## config.mk

```make
export PLATFORM = sky130hd
export DESIGN_NAME = gpc_port
export DESIGN_NICKNAME = d
export VERILOG_FILES = /design/src/gpc_pkg.sv /design/src/gpc_chg_if.sv /design/src/gpc_sync.sv /design/src/gpc_change.sv /design/src/gpc_port.sv
export SDC_FILE = /design/constraint.sdc
export NUM_CORES = 1
export LEC_CHECK = 0
export ABC_AREA = 1
export BUFFER_PORTS_ARGS = -buffer_cell sky130_fd_sc_hd__buf_2
export CAP_MARGIN = 20
export CORE_ASPECT_RATIO = 0.8
export CORE_MARGIN = 5
export CORE_UTILIZATION = 35
export DETAILED_ROUTE_END_ITERATION = 6
export PLACE_DENSITY = 0.63
export SETUP_SLACK_MARGIN = 0.3
export SLEW_MARGIN = 15
export SYNTH_ARGS = -nofsm -noshare
export SYNTH_HDL_FRONTEND = slang
export SYNTH_SLANG_ARGS = --single-unit
```

## constraint.sdc

```tcl
create_clock -name i_clock -period 1.5 [get_ports i_clock]
set_input_delay 0.075 -clock i_clock [delete_from_list [all_inputs] [get_ports i_clock]]
set_output_delay 0.075 -clock i_clock [all_outputs]
set_load 0.03 [all_outputs]
```

## src/gpc_pkg.sv

```systemverilog
// Purpose: Constants and types for the port-change I/O port block
// Assumes: 8-bit register file, full address = {bank bit, 7-bit offset}
// Notes: Behaviour list below
// Behaviour
// Eight pins, each input or output.
// Direction one floats pin, zero drives latch.
// Option bit 7 low enables pull-ups on all input pins.
// Output pins never get a pull-up.
// Option register resets to all ones.
// Option bit 6 picks external interrupt edge.
// Only upper four input pins compared.
// OR of mismatches sets port-change flag.
// Port-change interrupt wakes device from sleep.
// Any port read or write reloads latch.
// Mismatch keeps flag set; clear afterwards.
// Software should not poll port during detection.
// Status bits 6:5 select data bank.
// Unimplemented locations read as zero.
// Read returns pins; write updates all latches.
// Interrupt needs enable and global enable set.
package gpc_pkg;

   localparam int PORT_WIDTH = 8;
   localparam int CHG_LSB = 4;
   localparam int CHG_WIDTH = 4;

   ////////////////////////////////////////////////////////////////////
   // Register map, full 8-bit addresses and the 7-bit status offset
   localparam logic [7:0] ADDR_PORT_DATA = 8'h06;
   localparam logic [7:0] ADDR_INT_CTRL = 8'h0B;
   localparam logic [7:0] ADDR_INT_CTRL_MIR = 8'h8B;
   localparam logic [7:0] ADDR_OPTION = 8'h81;
   localparam logic [7:0] ADDR_DIRECTION = 8'h86;
   localparam logic [6:0] OFS_STATUS = 7'h03;

   ////////////////////////////////////////////////////////////////////
   // Field positions
   localparam int OPT_PULLUP_DIS_N = 7;
   localparam int OPT_EDGE_SEL = 6;
   localparam int STAT_BANK_HI = 6;
   localparam int STAT_BANK_LO = 5;
   localparam int IC_GLOBAL_EN = 7;
   localparam int IC_TIMER_EN = 5;
   localparam int IC_EXT_EN = 4;
   localparam int IC_CHG_EN = 3;
   localparam int IC_TIMER_FLAG = 2;
   localparam int IC_EXT_FLAG = 1;
   localparam int IC_CHG_FLAG = 0;

   ////////////////////////////////////////////////////////////////////
   // Reset values
   localparam logic [7:0] RST_OPTION = 8'hFF;
   localparam logic [7:0] RST_INT_CTRL = 8'h00;
   localparam logic [7:0] RST_DIRECTION = 8'hFF;
   localparam logic [7:0] RST_LATCH = 8'h00;
   localparam logic [1:0] RST_BANK = 2'h0;

   typedef struct packed {
      logic [7:0] latch;
      logic [7:0] dir;
      logic [7:0] option;
      logic [7:0] interrupt_control;
      logic [1:0] bank;
      logic ext_prev;
      logic [7:0] rdata;
   } gpc_port_state_t;

endpackage

```

## src/gpc_chg_if.sv

```systemverilog
// Purpose: Carrier between port top and change detector
// Assumes: Single clock domain
// Notes: Levels are already synchronised
`timescale 1ns/100ps
interface gpc_chg_if;
   logic [3:0] level;
   logic [3:0] dir_in;
   logic access;
   logic [3:0] mismatch;

   modport port
   (
      output level,
      output dir_in,
      output access,
      input mismatch
   );

   modport detector
   (
      input level,
      input dir_in,
      input access,
      output mismatch
   );
endinterface // gpc_chg_if

```

## src/gpc_sync.sv

```systemverilog
// Purpose: Two-flop synchroniser for pin inputs
// Assumes: Inputs asynchronous to i_clock
// Notes: Stage one is read only by stage two
`timescale 1ns/100ps
module gpc_sync
   #(parameter int WIDTH = 8)
(
   input wire logic i_clock,
   input wire logic i_rst,
   input wire logic [WIDTH-1:0] i_async,
   output logic [WIDTH-1:0] o_sync
);
   typedef struct packed {
      logic [WIDTH-1:0] s1;
      logic [WIDTH-1:0] s2;
   } gpc_sync_state_t;

   gpc_sync_state_t state_reg;
   gpc_sync_state_t state_next;

   // Shift chain
   always_comb
   begin
      state_next.s1 = i_async;
      state_next.s2 = state_reg.s1;
   end

   // State register
   always_ff @(posedge i_clock)
   begin
      if (i_rst)
      begin
         state_reg <= '0;
      end
      else
      begin
         state_reg <= state_next;
      end
   end

   assign o_sync = state_reg.s2;
endmodule // gpc_sync

```

## src/gpc_change.sv

```systemverilog
// Purpose: Upper-nibble change detector with comparison latch
// Assumes: Access strobe is one cycle per port read or write
// Notes: Output pins are masked from the compare
`timescale 1ns/100ps
module gpc_change
(
   input wire logic i_clock,
   input wire logic i_rst,
   gpc_chg_if.detector chg
);
   typedef struct packed {
      logic [3:0] old;
   } gpc_chg_state_t;

   gpc_chg_state_t state_reg;
   gpc_chg_state_t state_next;

   // Reload comparison value on any port access
   always_comb
   begin
      state_next = state_reg;
      if (chg.access)
      begin
         state_next.old = chg.level;
      end
   end

   // State register
   always_ff @(posedge i_clock)
   begin
      if (i_rst)
      begin
         state_reg <= '0;
      end
      else
      begin
         state_reg <= state_next;
      end
   end

   // Compare inputs only
   assign chg.mismatch = (chg.level ^ state_reg.old) & chg.dir_in;
endmodule // gpc_change

```

## src/gpc_port.sv

```systemverilog
// Purpose: Bidirectional 8-pin port with pull-ups and change interrupt
// Assumes: Core register file strobes, one access per cycle
// Notes: Read data appears one cycle after the read strobe
`timescale 1ns/100ps
module gpc_port
   import gpc_pkg::*;
(
   input wire logic i_clock,
   input wire logic i_rst,
   input wire logic [6:0] i_addr,
   input wire logic i_rd,
   input wire logic i_wr,
   input wire logic [7:0] i_wdata,
   output logic [7:0] o_rdata,
   input wire logic [7:0] i_pin,
   output logic [7:0] o_pin_out,
   output logic [7:0] o_pin_oe,
   output logic [7:0] o_pullup_en,
   input wire logic i_sleep,
   output logic o_irq,
   output logic o_wake
);
   gpc_port_state_t state_reg;
   gpc_port_state_t state_next;
   logic [7:0] pin_sync;
   logic [7:0] full_addr;
   logic bank_ok;
   logic sel_port;
   logic sel_interrupt_control;
   logic sel_option;
   logic sel_dir;
   logic sel_status;
   logic port_access;
   logic chg_any;
   logic ext_event;
   logic ext_rise;
   logic ext_fall;
   logic [7:0] read_mux;

   gpc_chg_if chg_bus ();

   ////////////////////////////////////////////////////////////////////
   // Pin synchronisers
   gpc_sync #(.WIDTH(PORT_WIDTH)) u_gpc_sync
   (
      .i_clock(i_clock),
      .i_rst(i_rst),
      .i_async(i_pin),
      .o_sync(pin_sync)
   );

   ////////////////////////////////////////////////////////////////////
   // Change detector hookup
   assign chg_bus.level = pin_sync[CHG_LSB +: CHG_WIDTH];
   assign chg_bus.dir_in = state_reg.dir[CHG_LSB +: CHG_WIDTH];
   assign chg_bus.access = port_access;

   gpc_change u_gpc_change
   (
      .i_clock(i_clock),
      .i_rst(i_rst),
      .chg(chg_bus.detector)
   );

   assign chg_any = |chg_bus.mismatch;

   ////////////////////////////////////////////////////////////////////
   // Address decode with bank select
   always_comb
   begin
      bank_ok = ~state_reg.bank[1];
      full_addr = {state_reg.bank[0], i_addr};
      sel_status = (i_addr == OFS_STATUS);
      sel_port = bank_ok && (full_addr == ADDR_PORT_DATA);
      sel_interrupt_control = bank_ok && (full_addr == ADDR_INT_CTRL ||
                               full_addr == ADDR_INT_CTRL_MIR);
      sel_option = bank_ok && (full_addr == ADDR_OPTION);
      sel_dir = bank_ok && (full_addr == ADDR_DIRECTION);
   end

   assign port_access = sel_port && (i_rd || i_wr);

   // External interrupt edge selection
   assign ext_rise = pin_sync[0] && !state_reg.ext_prev;
   assign ext_fall = !pin_sync[0] && state_reg.ext_prev;
   assign ext_event = state_reg.option[OPT_EDGE_SEL] ?
                      ext_rise : ext_fall;

   // Read multiplexer, unmapped reads zero
   always_comb
   begin
      read_mux = 8'h00;
      if (sel_port)
      begin
         read_mux = pin_sync;
      end
      else if (sel_interrupt_control)
      begin
         read_mux = state_reg.interrupt_control;
      end
      else if (sel_option)
      begin
         read_mux = state_reg.option;
      end
      else if (sel_dir)
      begin
         read_mux = state_reg.dir;
      end
      else if (sel_status)
      begin
         read_mux[STAT_BANK_HI] = state_reg.bank[1];
         read_mux[STAT_BANK_LO] = state_reg.bank[0];
      end
   end

   ////////////////////////////////////////////////////////////////////
   // Next-state logic
   always_comb
   begin
      state_next = state_reg;
      state_next.ext_prev = pin_sync[0];
      if (i_rd)
      begin
         state_next.rdata = read_mux;
      end
      if (i_wr && sel_port)
      begin
         state_next.latch = i_wdata;
      end
      if (i_wr && sel_dir)
      begin
         state_next.dir = i_wdata;
      end
      if (i_wr && sel_option)
      begin
         state_next.option = i_wdata;
      end
      if (i_wr && sel_status)
      begin
         state_next.bank = {i_wdata[STAT_BANK_HI], i_wdata[STAT_BANK_LO]};
      end
      if (i_wr && sel_interrupt_control)
      begin
         state_next.interrupt_control = i_wdata;
      end
      // Hardware set wins over software clear
      if (chg_any)
      begin
         state_next.interrupt_control[IC_CHG_FLAG] = 1'b1;
      end
      if (ext_event)
      begin
         state_next.interrupt_control[IC_EXT_FLAG] = 1'b1;
      end
   end

   // State register
   always_ff @(posedge i_clock)
   begin
      if (i_rst)
      begin
         state_reg.latch <= RST_LATCH;
         state_reg.dir <= RST_DIRECTION;
         state_reg.option <= RST_OPTION;
         state_reg.interrupt_control <= RST_INT_CTRL;
         state_reg.bank <= RST_BANK;
         state_reg.ext_prev <= 1'b0;
         state_reg.rdata <= 8'h00;
      end
      else
      begin
         state_reg <= state_next;
      end
   end

   ////////////////////////////////////////////////////////////////////
   // Pin drivers and pull-ups, one per pin
   genvar gi;
   generate
      for (gi = 0; gi < PORT_WIDTH; gi++)
      begin : g_pin
         assign o_pin_out[gi] = state_reg.latch[gi];
         assign o_pin_oe[gi] = ~state_reg.dir[gi];
         assign o_pullup_en[gi] = ~state_reg.option[OPT_PULLUP_DIS_N] &
                                  state_reg.dir[gi];
      end
   endgenerate

   // Interrupt request and wake-up
   assign o_irq = state_reg.interrupt_control[IC_GLOBAL_EN] &&
      ((state_reg.interrupt_control[IC_CHG_EN] && state_reg.interrupt_control[IC_CHG_FLAG]) ||
       (state_reg.interrupt_control[IC_EXT_EN] && state_reg.interrupt_control[IC_EXT_FLAG]) ||
       (state_reg.interrupt_control[IC_TIMER_EN] &&
        state_reg.interrupt_control[IC_TIMER_FLAG]));
   assign o_wake = i_sleep && state_reg.interrupt_control[IC_CHG_EN] &&
                   state_reg.interrupt_control[IC_CHG_FLAG];
   assign o_rdata = state_reg.rdata;
endmodule // gpc_port

```

# After elaboration in Yosys (flattened, before gate mapping)
# Index checks and enable logic that the tools add are counted.
# word_totals
ff_bits	63
input_bits	28
wordCells	76
# classes
eq_ne	6
n_mux	11
n_bitwise	20
reduce_logical	27
# ops
cell	n
$eq A8 B8 Y1 const B	3
$mux W8	3
$logic_and A1 B1 Y1	18
$not A1 Y1	10
$and A1 B1 Y1	8
$eq A8 B3 Y1 const B	1
$eq A8 B4 Y1 const B	1
$eq A7 B2 Y1 const B	1
$mux W2	3
$mux W5	1
$and A4 B4 Y4	1
$logic_or A1 B1 Y1	4
$mux W1	4
$reduce_bool A2 Y1	2
$reduce_or A4 Y1	1
$xor A4 B4 Y4	1
$logic_not A1 Y1	2

# Depth between registers and ports, before layout
# Gate-level depths: netlist of run 1.
# depth
word_depth	6
mapped_depth	10

# Hierarchy
# A second synthesis of run 1 with hierarchy kept.
# unflattened
hier_cells	409
area_unflattened_um2	3051.7
# modules_own_cells
mod	n_inst	cells_each	area_per_inst_um2
gpc_port	1	317	2344.7
gpc_sync	1	50	474.2
gpc_change	1	42	232.7

# Least setup slack after synthesis of run 1
# No wires, ideal clock.
# synth_timing
path_kind	register to register
from	reg state_reg, in the netlist full_addr[7]
to	reg state_reg, in the netlist chg_bus.dir_in[1]
arrival_ns	1.191
required_ns	1.358
setup_slack_ns	0.167
path_stages_with_launch	9
period_less_slack_ns	1.333
path_cell_list	dfxtp_1 -> nand2_1 -> nor2_4 -> and2_1 -> buf_4 -> nand2_4 -> buf_6 -> nand2_1 -> o211ai_2
# synth_between
elab_chain_cells	3
# synth_lines
item	line	source
start: declaration	gpc_port.sv:23	gpc_port_state_t state_reg;
start signal: assignment	gpc_port.sv:172	state_reg <= state_next;
$eq A8 B8 Y1	gpc_port.sv:78	sel_dir = bank_ok && (full_addr == ADDR_DIRECTION);
$logic_and A1 B1 Y1	gpc_port.sv:78	
$logic_and A1 B1 Y1	gpc_port.sv:130	if (i_wr && sel_dir)
# No other way between the ends.
# A chain may end at the register's enable or synchronous reset.

# Final worst setup path of run 1
# layout_timing
from	reg state_reg[10] in the netlist's numbering
to	reg state_reg, in the netlist o_rdata[5]
# layout_between
elab_chain_cells	6
word_cells_on_any_way	9
classes_between	mux: 4; bitwise: 1; reduce/logical: 4
# layout_lines
item	line	source
$not A1 Y1 *	gpc_port.sv:71	bank_ok = ~state_reg.bank[1];
$logic_and A1 B1 Y1	gpc_port.sv:78	
$mux W2	gpc_port.sv:105	else if (sel_dir)
$mux W8	gpc_port.sv:101	else if (sel_option)
$mux W8	gpc_port.sv:97	else if (sel_interrupt_control)
$mux W8 *	gpc_port.sv:93	if (sel_port)
# Mark *: on every way between the ends. The rest lies on a longest branch, timed or not.

==> flow_metrics.py, run 1 <==
metrics = {
    "cells_and_area": {
        "nFillCells": 768,
        "antenna_cells": 0,
        "nets": 495,
        "final_cell_area_um2": 3980,
        "largest_reg_flops": 22,
        "drive_gt1_share_pct": 36.7,
        "area_growth_pct": 37.2,
    },
    "worst_setup_path": {
        "critPathMaxStageDelay_ns": 0.34,
        "cp.required_ns": 1.78,
        "crit_buf_inv": 4,
        "cp_slowest_cell": "dfxtp_2",
        "path_delay_family": "simple AND/OR/NAND/NOR gates",
        "endpoint_kind": "register",
        "arrival_ns": 1.70,
        "critPathMostFrequentCell": "nand2_2",
        "crit_path_cell_trace": "inv_4, nand2_4, nor2_4, buf_12, nand2_8, buf_4, o21ai_2, inv_1, nand2_2, nand2_2, a21oi_2",
        "crit_fanout": 7,
        "path_class": "register to register",
        "worstSetupStartpointType": "register",
    },
    "global_routing": {
        "antenna_found_initial": 0,
        "grt.overflow.total": 0,
        "grt_pass1_wl_mm": 12.3,
        "track_usage_pct": 14.9,
        "grt_pass1_vias": 2527,
        "grt_max_degree": 33,
    },
    "sta": {
        "worst_pin_slew_ns": 0.510,
        "fmaxAchievable_ghz": 0.706,
        "fin_crit_ns": 1.42,
        "setup_slack_ns": 0.0844,
        "rsz0062_at_grt": "true",
        "skew_ns": 0.00787,
        "drv_slew": 0,
        "hold_viol": 0,
        "slew_headroom_pct": 66.0,
        "finalSetupViolations": 0,
        "period_share_pct": 94.4,
        "tns_ns": 0,
    },
    "floorplanning": {
        "fp.dieW_um": 112,
        "num_rows": 29,
        "die_y_um": 91.4,
        "start_util_pct": 36.2,
        "core-area_um2": 8020,
        "ioPinCount": 62,
        "fp.dieArea_um2": 10200,
    },
    "synthesis": {
        "ys_async_sr_fraction_pct": 0,
        "synth-seq-area-share_pct": 43.5,
        "synth-main-ff-cell": "dfxtp_1",
        "synth_fp_nets": 425,
        "synth_area_um2": 2900,
        "syn_inst": 397,
        "synth_seq_cells": 63,
        "syn_avg_cell_area_um2": 7.31,
        "yosys_warnings": 0,
        "synth_top_area_share_pct": 43.5,
        "synth.most_common_cell": "inv_1",
        "ys_types": 24,
        "synth_enable_flop_cells": 0,
        "synth_top_area_cell": "dfxtp_1",
        "synth_commonest_cells": "inv_1, dfxtp_1, nand2_1",
        "netlist_top_cells_area": "dfxtp_1, inv_1, nand2_1, nor2_1, o21ai_0",
    },
    "pwr": {
        "power.density_nw_per_um2": 957,
        "irDropWorstVdd_mv": 0.767,
        "leakage_nw": 2.01,
    },
    "routing": {
        "drt_iter0_drc": 106,
        "drcViolationCount": 0,
        "finalWirelength_mm": 7.47,
        "vias_per_cell": 4.59,
        "first_pass_iters": 4,
        "num_vias": 2661,
        "final_antenna_net_count": 0,
        "wl_per_cell_um": 12.9,
    },
    "clocking": {
        "cts_tree": "yes",
        "clk_latency_ns": 0.34,
        "clock_sinks": 63,
        "clk_pin_slew_worst_paths_ns": 0.08,
        "cts-htree-levels": 3,
        "clock_path_buffers": 2,
        "cts-buffers-inserted": 9,
        "cts_root_buffer": "clkbuf_8",
    },
    "place": {
        "gp_congestion": 0.827,
        "post_dp_cell_area_um2": 3190,
        "io_buffers": 61,
        "dp_slack_ns": 0.0356,
        "place_hpwl_mm": 5.09,
    },
    "run_status": {
        "status": "completed",
    },
    "run": {
        "max-cap-violations": 0,
    },
    "hold_path": {
        "hold_path_class": "input pin to register",
    },
}
[per-stage QoR]
stage | power (mW) | instances | hold WS (ns) | utilization, %
CTS | 3.81 | 570 | 0.0282 | 46.1
floorplan | 1.86 | 397 | 0.153 | -
global route | 3.97 | 580 | 0.0174 | 49.6
finish | 3.81 | 580 | 0.0278 | 49.6
detailed placement | 1.94 | 540 | 0.284 | 39.8
global placement | 1.94 | 540 | 0.274 | 39.8
[final timing paths]
path | to | slack (ns) | startpoint | cells past startpoint
hold reg to reg | u_gpc_sync.o_sync[2]$_SDFF_PP0_ | 0.40 | u_gpc_sync.state_next[2]$_SDFF_PP0_ | 2
setup reg to reg | o_rdata[5]$_SDFFE_PP0P_ | 0.08 | state_reg[10]$_SDFFE_PP0P_ | 11
setup / recovery | o_rdata[5]$_SDFFE_PP0P_ | 0.08 | state_reg[10]$_SDFFE_PP0P_ | 11
hold / removal | o_pin_out[0]$_SDFFE_PP0P_ | 0.03 | i_wdata[0] | 3
[cell type report]
cell class / count / area [um^2] / area share [%]
tap: 108 / 135 / 3.40
timing repair buffer: 87 / 597 / 15.0
sequential: 63 / 1280 / 32.2
clock inverter: 7 / 125 / 3.14
clock buffer: 9 / 124 / 3.11
inverter: 77 / 302 / 7.58
multi-input combinational: 229 / 1410 / 35.5
[cell families (layout without fill, tap and decap cells)]
group	count (synthesis)	after routing	synth area share (%)
compound gates	88	88	19.1
xor+xnor	2	2	0.604
buf+inv	107	180	16.7
flops	63	63	43.5
simple gates	137	139	20.1
[worst reg2reg max path, stage by stage (launching register included)]
cell and delay, ns:
dfxtp_2 0.34, inv_4 0.08, nand2_4 0.05, nor2_4 0.17
buf_12 0.13, nand2_8 0.07, buf_4 0.16, o21ai_2 0.04
inv_1 0.06, nand2_2 0.08, nand2_2 0.06, a21oi_2 0.12
[layout by cell type, fill, tap and decap left out, drive strengths merged]
master / count
clkinv: 1
dlygate4sd3: 8
bufinv: 3
o21ai: 37
inv: 80
nor2: 54
xnor2: 2
o22ai: 1
clkbuf: 10
buf: 78
o211ai: 17
dfxtp: 63
a21oi: 21
nand3: 17
o21bai: 6
nand2: 67
and2: 1
a211oi: 6
[what timing repair did]
item	4_1_cts	5_1_grt
setup endpoints to repair	53	51
cloned	1	1
hold buffers	8	0
endpoints found under the hold margin	8	0
buffers inserted	5	9
resized for setup	36	70
pin swaps	7	17
[report_power, final]
| part | leakage, nW | internal, mW | switching, mW |
|---|---|---|---|
| combinational | 1.37 | 0.0984 | 0.153 |
| sequential | 0.514 | 1.69 | 0.0160 |
| clock | 0.125 | 1.13 | 0.720 |
[layer usage]
metal / global-route usage, % / vias to the layer above / part of all wire, % / wire [um]
met4: 5.37 / 0 / 1.8 / 135
li1: - / 1373 / - / -
met5: 0 / - / 0 / 0
met2: 24.0 / 61 / 47 / 3500
met1: 18.7 / 1213 / 46 / 3450
met3: 4.98 / 14 / 5.1 / 383
Note: power is estimated with default switching activity, not from simulation.
==> run 2: changes to the inputs <==
==> constraint.sdc (replaced) <==
create_clock -name i_clock -period 1.66 [get_ports i_clock]
set_input_delay 0.083 -clock i_clock [delete_from_list [all_inputs] [get_ports i_clock]]
set_output_delay 0.083 -clock i_clock [all_outputs]
set_load 0.03 [all_outputs]
==> run 2 against run 1 <==
Clock power fell by 29%. Highest routed layer unchanged. Core utilization fell by 3.9 points. Hold slack improved by 0.0033 ns. Via count fell by 3.4%. Final cell count fell by 1.9%. Clock-buffer cell count did not move. Wire length fell by 2.7%. Setup slack improved by 0.17 ns. Design area fell by 7.8%. Maximum frequency rose by 0.48%. First-iteration DRC count rose by 12%.
==> flow_metrics.py, run 2 (synthesized netlist as in run 1, its figures left out) <==
metrics = {
    "floorplanning": {
        "start_util_pct": 36.2,
        "fp.dieW_um": 112,
        "die_y_um": 91.4,
        "num_rows": 29,
        "ioPinCount": 62,
        "core-area_um2": 8020,
        "fp.dieArea_um2": 10200,
    },
    "cells_and_area": {
        "nets": 484,
        "antenna_cells": 0,
        "final_cell_area_um2": 3670,
        "drive_gt1_share_pct": 28.4,
        "area_growth_pct": 26.5,
        "final_cell_mix": "inv_1, buf_2, dfxtp_1",
        "largest_reg_flops": 22,
        "final_common_cell": "inv_1",
    },
    "hold_path": {
        "holdCritStartpoint": "i_wdata[1]",
        "hold-path-cell-count": 3,
        "hold_path_class": "input pin to register",
        "whs_endpoint": "o_pin_out[1]$_SDFFE_PP0P_",
    },
    "worst_setup_path": {
        "critPathMaxStageDelay_ns": 0.33,
        "cp_slowest_cell": "dfxtp_2",
        "worstReg2RegEnd": "o_rdata[1]$_SDFFE_PP0P_",
        "crit_path_cell_trace": "inv_2, nand2_2, nor2_4, nand2_4, o21ai_0, o21bai_1, a21oi_1",
        "path_class": "register to register",
        "r2r_start": "state_reg[10]$_SDFFE_PP0P_",
        "endpoint_kind": "register",
        "cp.required_ns": 1.88,
        "worstSetupStartpointType": "register",
        "rr_worst_depth": 7,
        "arrival_ns": 1.63,
        "crit_fanout": 9,
        "r2r_slack_ns": 0.25,
    },
    "global_routing": {
        "antenna_found_initial": 0,
        "grt_pass1_wl_mm": 12.0,
        "grt.overflow.total": 0,
        "grt_pass1_vias": 2465,
        "track_usage_pct": 14.7,
        "grt_max_degree": 33,
    },
    "routing": {
        "wl_per_cell_um": 12.8,
        "drcViolationCount": 0,
        "first_pass_iters": 5,
        "finalWirelength_mm": 7.27,
        "vias_per_cell": 4.52,
        "num_vias": 2570,
        "final_antenna_net_count": 0,
        "drt_iter0_drc": 119,
    },
    "sta": {
        "fin_crit_ns": 1.41,
        "worst_pin_slew_ns": 0.410,
        "rsz0062_at_grt": "true",
        "skew_ns": 0.00337,
        "fmaxAchievable_ghz": 0.710,
        "tns_ns": 0,
        "hold_viol": 0,
        "slew_headroom_pct": 72.7,
        "period_share_pct": 84.9,
        "drv_slew": 0,
        "finalSetupViolations": 0,
    },
    "clocking": {
        "clk_pin_slew_worst_paths_ns": 0.07,
        "clk_latency_ns": 0.34,
        "cts_tree": "yes",
        "cts-htree-levels": 3,
        "cts-buffers-inserted": 9,
        "clock_path_buffers": 2,
        "clock_sinks": 63,
        "cts_root_buffer": "clkbuf_8",
    },
    "pwr": {
        "power.total_mw": 3.06,
        "leakage_nw": 1.94,
        "power.density_nw_per_um2": 834,
        "irDropWorstVdd_mv": 0.659,
    },
    "place": {
        "post_dp_cell_area_um2": 3170,
        "io_buffers": 61,
        "place_hpwl_mm": 5.10,
        "gp_congestion": 0.950,
    },
    "run": {
        "max-cap-violations": 0,
    },
    "run_status": {
        "status": "completed",
    },
}
-- run 2: final cells by class --
| class | instances | area (um^2) |
|---|---|---|
| Clock buffer | 9 | 124 |
| Clock inverter | 7 | 72.6 |
| Fill cell | 812 | 4350 |
| Inverter | 77 | 299 |
| Multi-Input combinational cell | 228 | 1290 |
| Sequential cell | 63 | 1270 |
| Tap cell | 108 | 135 |
| Timing Repair Buffer | 77 | 480 |
-- run 2: through the flow --
step,utilization (%),std cells,hold slack (ns),setup slack [ns]
after global routing,45.8,569,0.0367,0.183
final,45.8,569,0.0311,0.251
after global placement,39.5,539,0.283,0.178
after CTS,43.6,564,0.0220,0.219
after detailed placement,39.5,539,0.288,0.123
after floorplan,-,397,0.161,0.327
-- run 2: per-layer routing --
metal | part of all wire, % | track usage (%) | wire [um]
met2 | 46 | 23.7 | 3350
met1 | 46 | 18.6 | 3350
met4 | 1.9 | 4.56 | 140
met5 | 0 | 0 | 0
met3 | 5.9 | 5.18 | 430
-- run 2: report_power, final --
part / internal [mW] / switching [mW] / total (mW)
Combinational: 0.0802 / 0.127 / 0.207
Clock: 0.694 / 0.611 / 1.31
Sequential: 1.54 / 0.0138 / 1.55
Total: 2.31 / 0.752 / 3.06
-- run 2: timing repair --
item / CTS / global route
hold buffers: 8 / 0
buffers inserted: 1 / 4
gates cloned: 0 / 1
endpoints found under the hold margin: 8 / 0
pin swaps: 1 / 11
setup endpoints to repair: 44 / 49
resized for setup: 10 / 54
-- run 2: how the worst max path moves through the flow --
stage                               startpoint                             end  slack, ns  depth (start not counted)
floorplan            full_addr[7]$_SDFFE_PP0P_  chg_bus.dir_in[1]$_SDFFE_PP1P_       0.33                          8
global placement    state_reg[10]$_SDFFE_PP0P_      state_reg[30]$_SDFFE_PP1P_       0.18                          7
detailed placement  state_reg[10]$_SDFFE_PP0P_         o_rdata[6]$_SDFFE_PP0P_       0.12                          9
CTS                 state_reg[10]$_SDFFE_PP0P_       o_pin_out[5]$_SDFFE_PP0P_       0.22                          8
global route        state_reg[10]$_SDFFE_PP0P_         o_rdata[1]$_SDFFE_PP0P_       0.18                          8
finish              state_reg[10]$_SDFFE_PP0P_         o_rdata[1]$_SDFFE_PP0P_       0.25                          7
-- run 2: critical path, delay by kind of cell, from the launching register on --
kind | cells | cell delay (ns)
buffers and inverters | 1 | 0.10
AO/OA/AOI/OAI | 3 | 0.46
flip-flops | 1 | 0.33
AND/OR/NAND/NOR | 3 | 0.40
==> run 3: changes to the inputs <==
--- a/config.mk
+++ b/config.mk
@@ -5,14 +5,14 @@
 export SDC_FILE = /design/constraint.sdc
 export NUM_CORES = 1
 export LEC_CHECK = 0
-export ABC_AREA = 1
+export ABC_AREA = 0
 export BUFFER_PORTS_ARGS = -buffer_cell sky130_fd_sc_hd__buf_2
 export CAP_MARGIN = 20
 export CORE_ASPECT_RATIO = 0.8
 export CORE_MARGIN = 5
 export CORE_UTILIZATION = 35
 export DETAILED_ROUTE_END_ITERATION = 6
-export PLACE_DENSITY = 0.63
+export PLACE_DENSITY = 0.66
 export SETUP_SLACK_MARGIN = 0.3
 export SLEW_MARGIN = 15
 export SYNTH_ARGS = -nofsm -noshare
==> constraint.sdc (replaced) <==
create_clock -name i_clock -period 1.2 [get_ports i_clock]
set_input_delay 0.06 -clock i_clock [delete_from_list [all_inputs] [get_ports i_clock]]
set_output_delay 0.06 -clock i_clock [all_outputs]
set_load 0.03 [all_outputs]
==> run 3 against run 2 <==
Critical path type unchanged. Final cell count fell by 14%. Sequential power rose by 37%. Critical endpoint is now o_rdata[2]$_SDFFE_PP0P_. The run now ends with setup timing left. Highest routed layer unchanged. Flip-flop and latch count did not move.
==> flow_metrics.py, run 3 <==
metrics = {
    "routing": {
        "met3WireLength_um": 648,
        "drt_iter0_drc": 131,
        "first_pass_iters": 4,
        "finalWirelength_mm": 7.66,
        "final_antenna_net_count": 0,
        "num_vias": 2406,
        "drcViolationCount": 0,
        "met1_length_mm": 3.35,
        "wl_per_cell_um": 15.6,
        "wl_met2_mm": 3.55,
        "vias_per_cell": 4.90,
        "top_layer": "met4",
    },
    "cells_and_area": {
        "fin_cells": 491,
        "finalCoreUtilization_pct": 56.8,
        "nFillCells": 667,
        "drive_gt1_share_pct": 52.8,
        "area_growth_pct": 56.5,
        "final_cell_area_um2": 4240,
        "antenna_cells": 0,
        "final_cell_mix": "buf_6, dfxtp_1, dfxtp_2, buf_2, nor2_1",
        "seqCellArea_um2": 1310,
        "multi_input_area_um2": 1500,
        "nets": 409,
        "final_common_cell": "buf_6",
        "largest_reg_flops": 22,
    },
    "sta": {
        "tns_ns": -4.79,
        "skew_ns": 0.00843,
        "rsz0062_at_grt": "true",
        "fmaxAchievable_ghz": 0.715,
        "worst_pin_slew_ns": 0.535,
        "fin_crit_ns": 1.40,
        "hold_viol": 0,
        "drv_slew": 0,
        "slew_headroom_pct": 64.1,
        "holdWs_ns": 0.0234,
        "setup_slack_ns": -0.198,
        "period_share_pct": 117,
        "finalSetupViolations": 45,
    },
    "clocking": {
        "cts-htree-levels": 3,
        "cts_root_buffer": "clkbuf_8",
        "cts_tree": "yes",
        "clock_path_buffers": 2,
        "clock_sinks": 63,
        "clk_latency_ns": 0.34,
        "clk_pin_slew_worst_paths_ns": 0.07,
        "cts-buffers-inserted": 9,
    },
    "synthesis": {
        "synth_enable_flop_cells": 0,
        "synth_top_area_share_pct": 46.6,
        "syn_inst": 291,
        "syn_avg_cell_area_um2": 9.31,
        "synth_commonest_cells": "dfxtp_1, nor2_1, nand2_1",
        "synth_seq_cells": 63,
        "netlist_top_cells_area": "dfxtp_1, mux2i_1, buf_4, nor2b_1, nor2_1",
        "synth_fp_nets": 319,
        "ys_types": 39,
        "ys_async_sr_fraction_pct": 0,
        "yosys_warnings": 0,
        "synth-seq-area-share_pct": 46.6,
        "synth_area_um2": 2710,
        "synth.most_common_cell": "dfxtp_1",
        "synth-main-ff-cell": "dfxtp_1",
        "synth_top_area_cell": "dfxtp_1",
    },
    "worst_setup_path": {
        "crit_fanout": 6,
        "path_class": "register to register",
        "cp.required_ns": 1.42,
        "critPathMaxStageDelay_ns": 0.42,
        "worstSetupStartpointType": "register",
        "path_delay_family": "compound AO/OA/AOI/OAI gates",
        "cp_slowest_cell": "dfxtp_4",
        "crit_path_cell_trace": "nand2b_4, nor2_4, a221o_1, a21oi_2, o21ai_1",
        "arrival_ns": 1.62,
        "crit_buf_inv": 0,
        "endpoint_kind": "register",
    },
    "floorplanning": {
        "fp.dieW_um": 108,
        "fp.dieArea_um2": 9610,
        "core-area_um2": 7460,
        "num_rows": 28,
        "die_y_um": 88.7,
        "ioPinCount": 62,
        "start_util_pct": 36.3,
    },
    "pwr": {
        "leakage_nw": 1.79,
        "power.density_nw_per_um2": 1050,
        "power.total_mw": 4.45,
        "irDropWorstVdd_mv": 0.628,
    },
    "run_status": {
        "failed_checks": "setup timing",
        "status": "finished, violations left",
    },
    "place": {
        "dp_slack_ns": -0.270,
        "gp_congestion": 0.823,
        "post_dp_cell_area_um2": 3280,
        "place_inst": 451,
        "place_hpwl_mm": 5.09,
        "io_buffers": 61,
    },
    "hold_path": {
        "hold_path_class": "input pin to register",
    },
    "global_routing": {
        "track_usage_pct": 16.9,
        "grt_pass1_wl_mm": 12.4,
        "grt_max_degree": 58,
        "grt_pass1_vias": 2472,
        "antenna_found_initial": 0,
        "grt.overflow.total": 0,
    },
    "run": {
        "max-cap-violations": 0,
    },
}
[run 3: cell count changes in the layout (fill, tap and decap cells not counted), sizes merged, moves of 16 or more]
cell,delta
o21ai,-22
buf,+23
nor2b,+20
nor2,-21
inv,-68
nand2,-39
mux2i,+20
o211ai,-16
[run 3: cell type report]
class                      instances  area share [%]
multi-input combinational        191            35.5
timing repair buffer             106            24.0
clock buffer                      14            4.55
inverter                          10            1.12
tap                              105            3.10
sequential                        63            31.0
clock inverter                     2           0.826
[run 3: power breakdown]
part           internal [mW]  switching, mW  total, mW
Combinational          0.156          0.148      0.304
Clock                   1.24          0.777       2.02
Sequential              2.11         0.0158       2.13
[run 3: worst paths after layout]
kind,startpoint,to,slack (ns),depth (start not counted)
setup / recovery,state_reg[10]$_SDFFE_PP0P_,o_rdata[2]$_SDFFE_PP0P_,-0.20,5
hold / removal,i_wdata[3],state_reg[30]$_SDFFE_PP1P_,0.02,3
setup reg to reg,state_reg[10]$_SDFFE_PP0P_,o_rdata[2]$_SDFFE_PP0P_,-0.20,5
hold reg to reg,u_gpc_sync.state_next[1]$_SDFF_PP0_,u_gpc_sync.o_sync[1]$_SDFF_PP0_,0.43,1
[run 3: cells by family (layout without fill, tap and decap cells)]
| kind of cell | Yosys count | after routing | synth area share, % |
|---|---|---|---|
| xor+xnor | 4 | 4 | 1.29 |
| flops | 63 | 63 | 46.6 |
| mux | 20 | 20 | 7.39 |
| buf+inv | 38 | 132 | 8.04 |
| simple gates | 114 | 115 | 23.8 |
| compound gates | 52 | 52 | 12.9 |
[run 3: metal layers]
| metal | global-route usage (%) | vias to the layer above |
|---|---|---|
| met5 | 0 | - |
| met4 | 6.08 | 0 |
| met3 | 4.81 | 11 |
| met2 | 27.1 | 95 |
| met1 | 21.9 | 1122 |
| li1 | - | 1178 |
[run 3: what timing repair did]
item,in CTS,in global routing
gates cloned,1,1
endpoints found under the setup margin,78,75
setup buffers,6,3
pin swaps,34,23
hold buffers,13,0
hold endpoints to repair,16,0
gates resized for setup,149,23
[run 3: worst register-to-register path: stages (launching register included)]
cell      delay, ns
dfxtp_4        0.42
nand2b_4       0.20
nor2_4         0.06
a221o_1        0.37
a21oi_2        0.16
o21ai_1        0.08
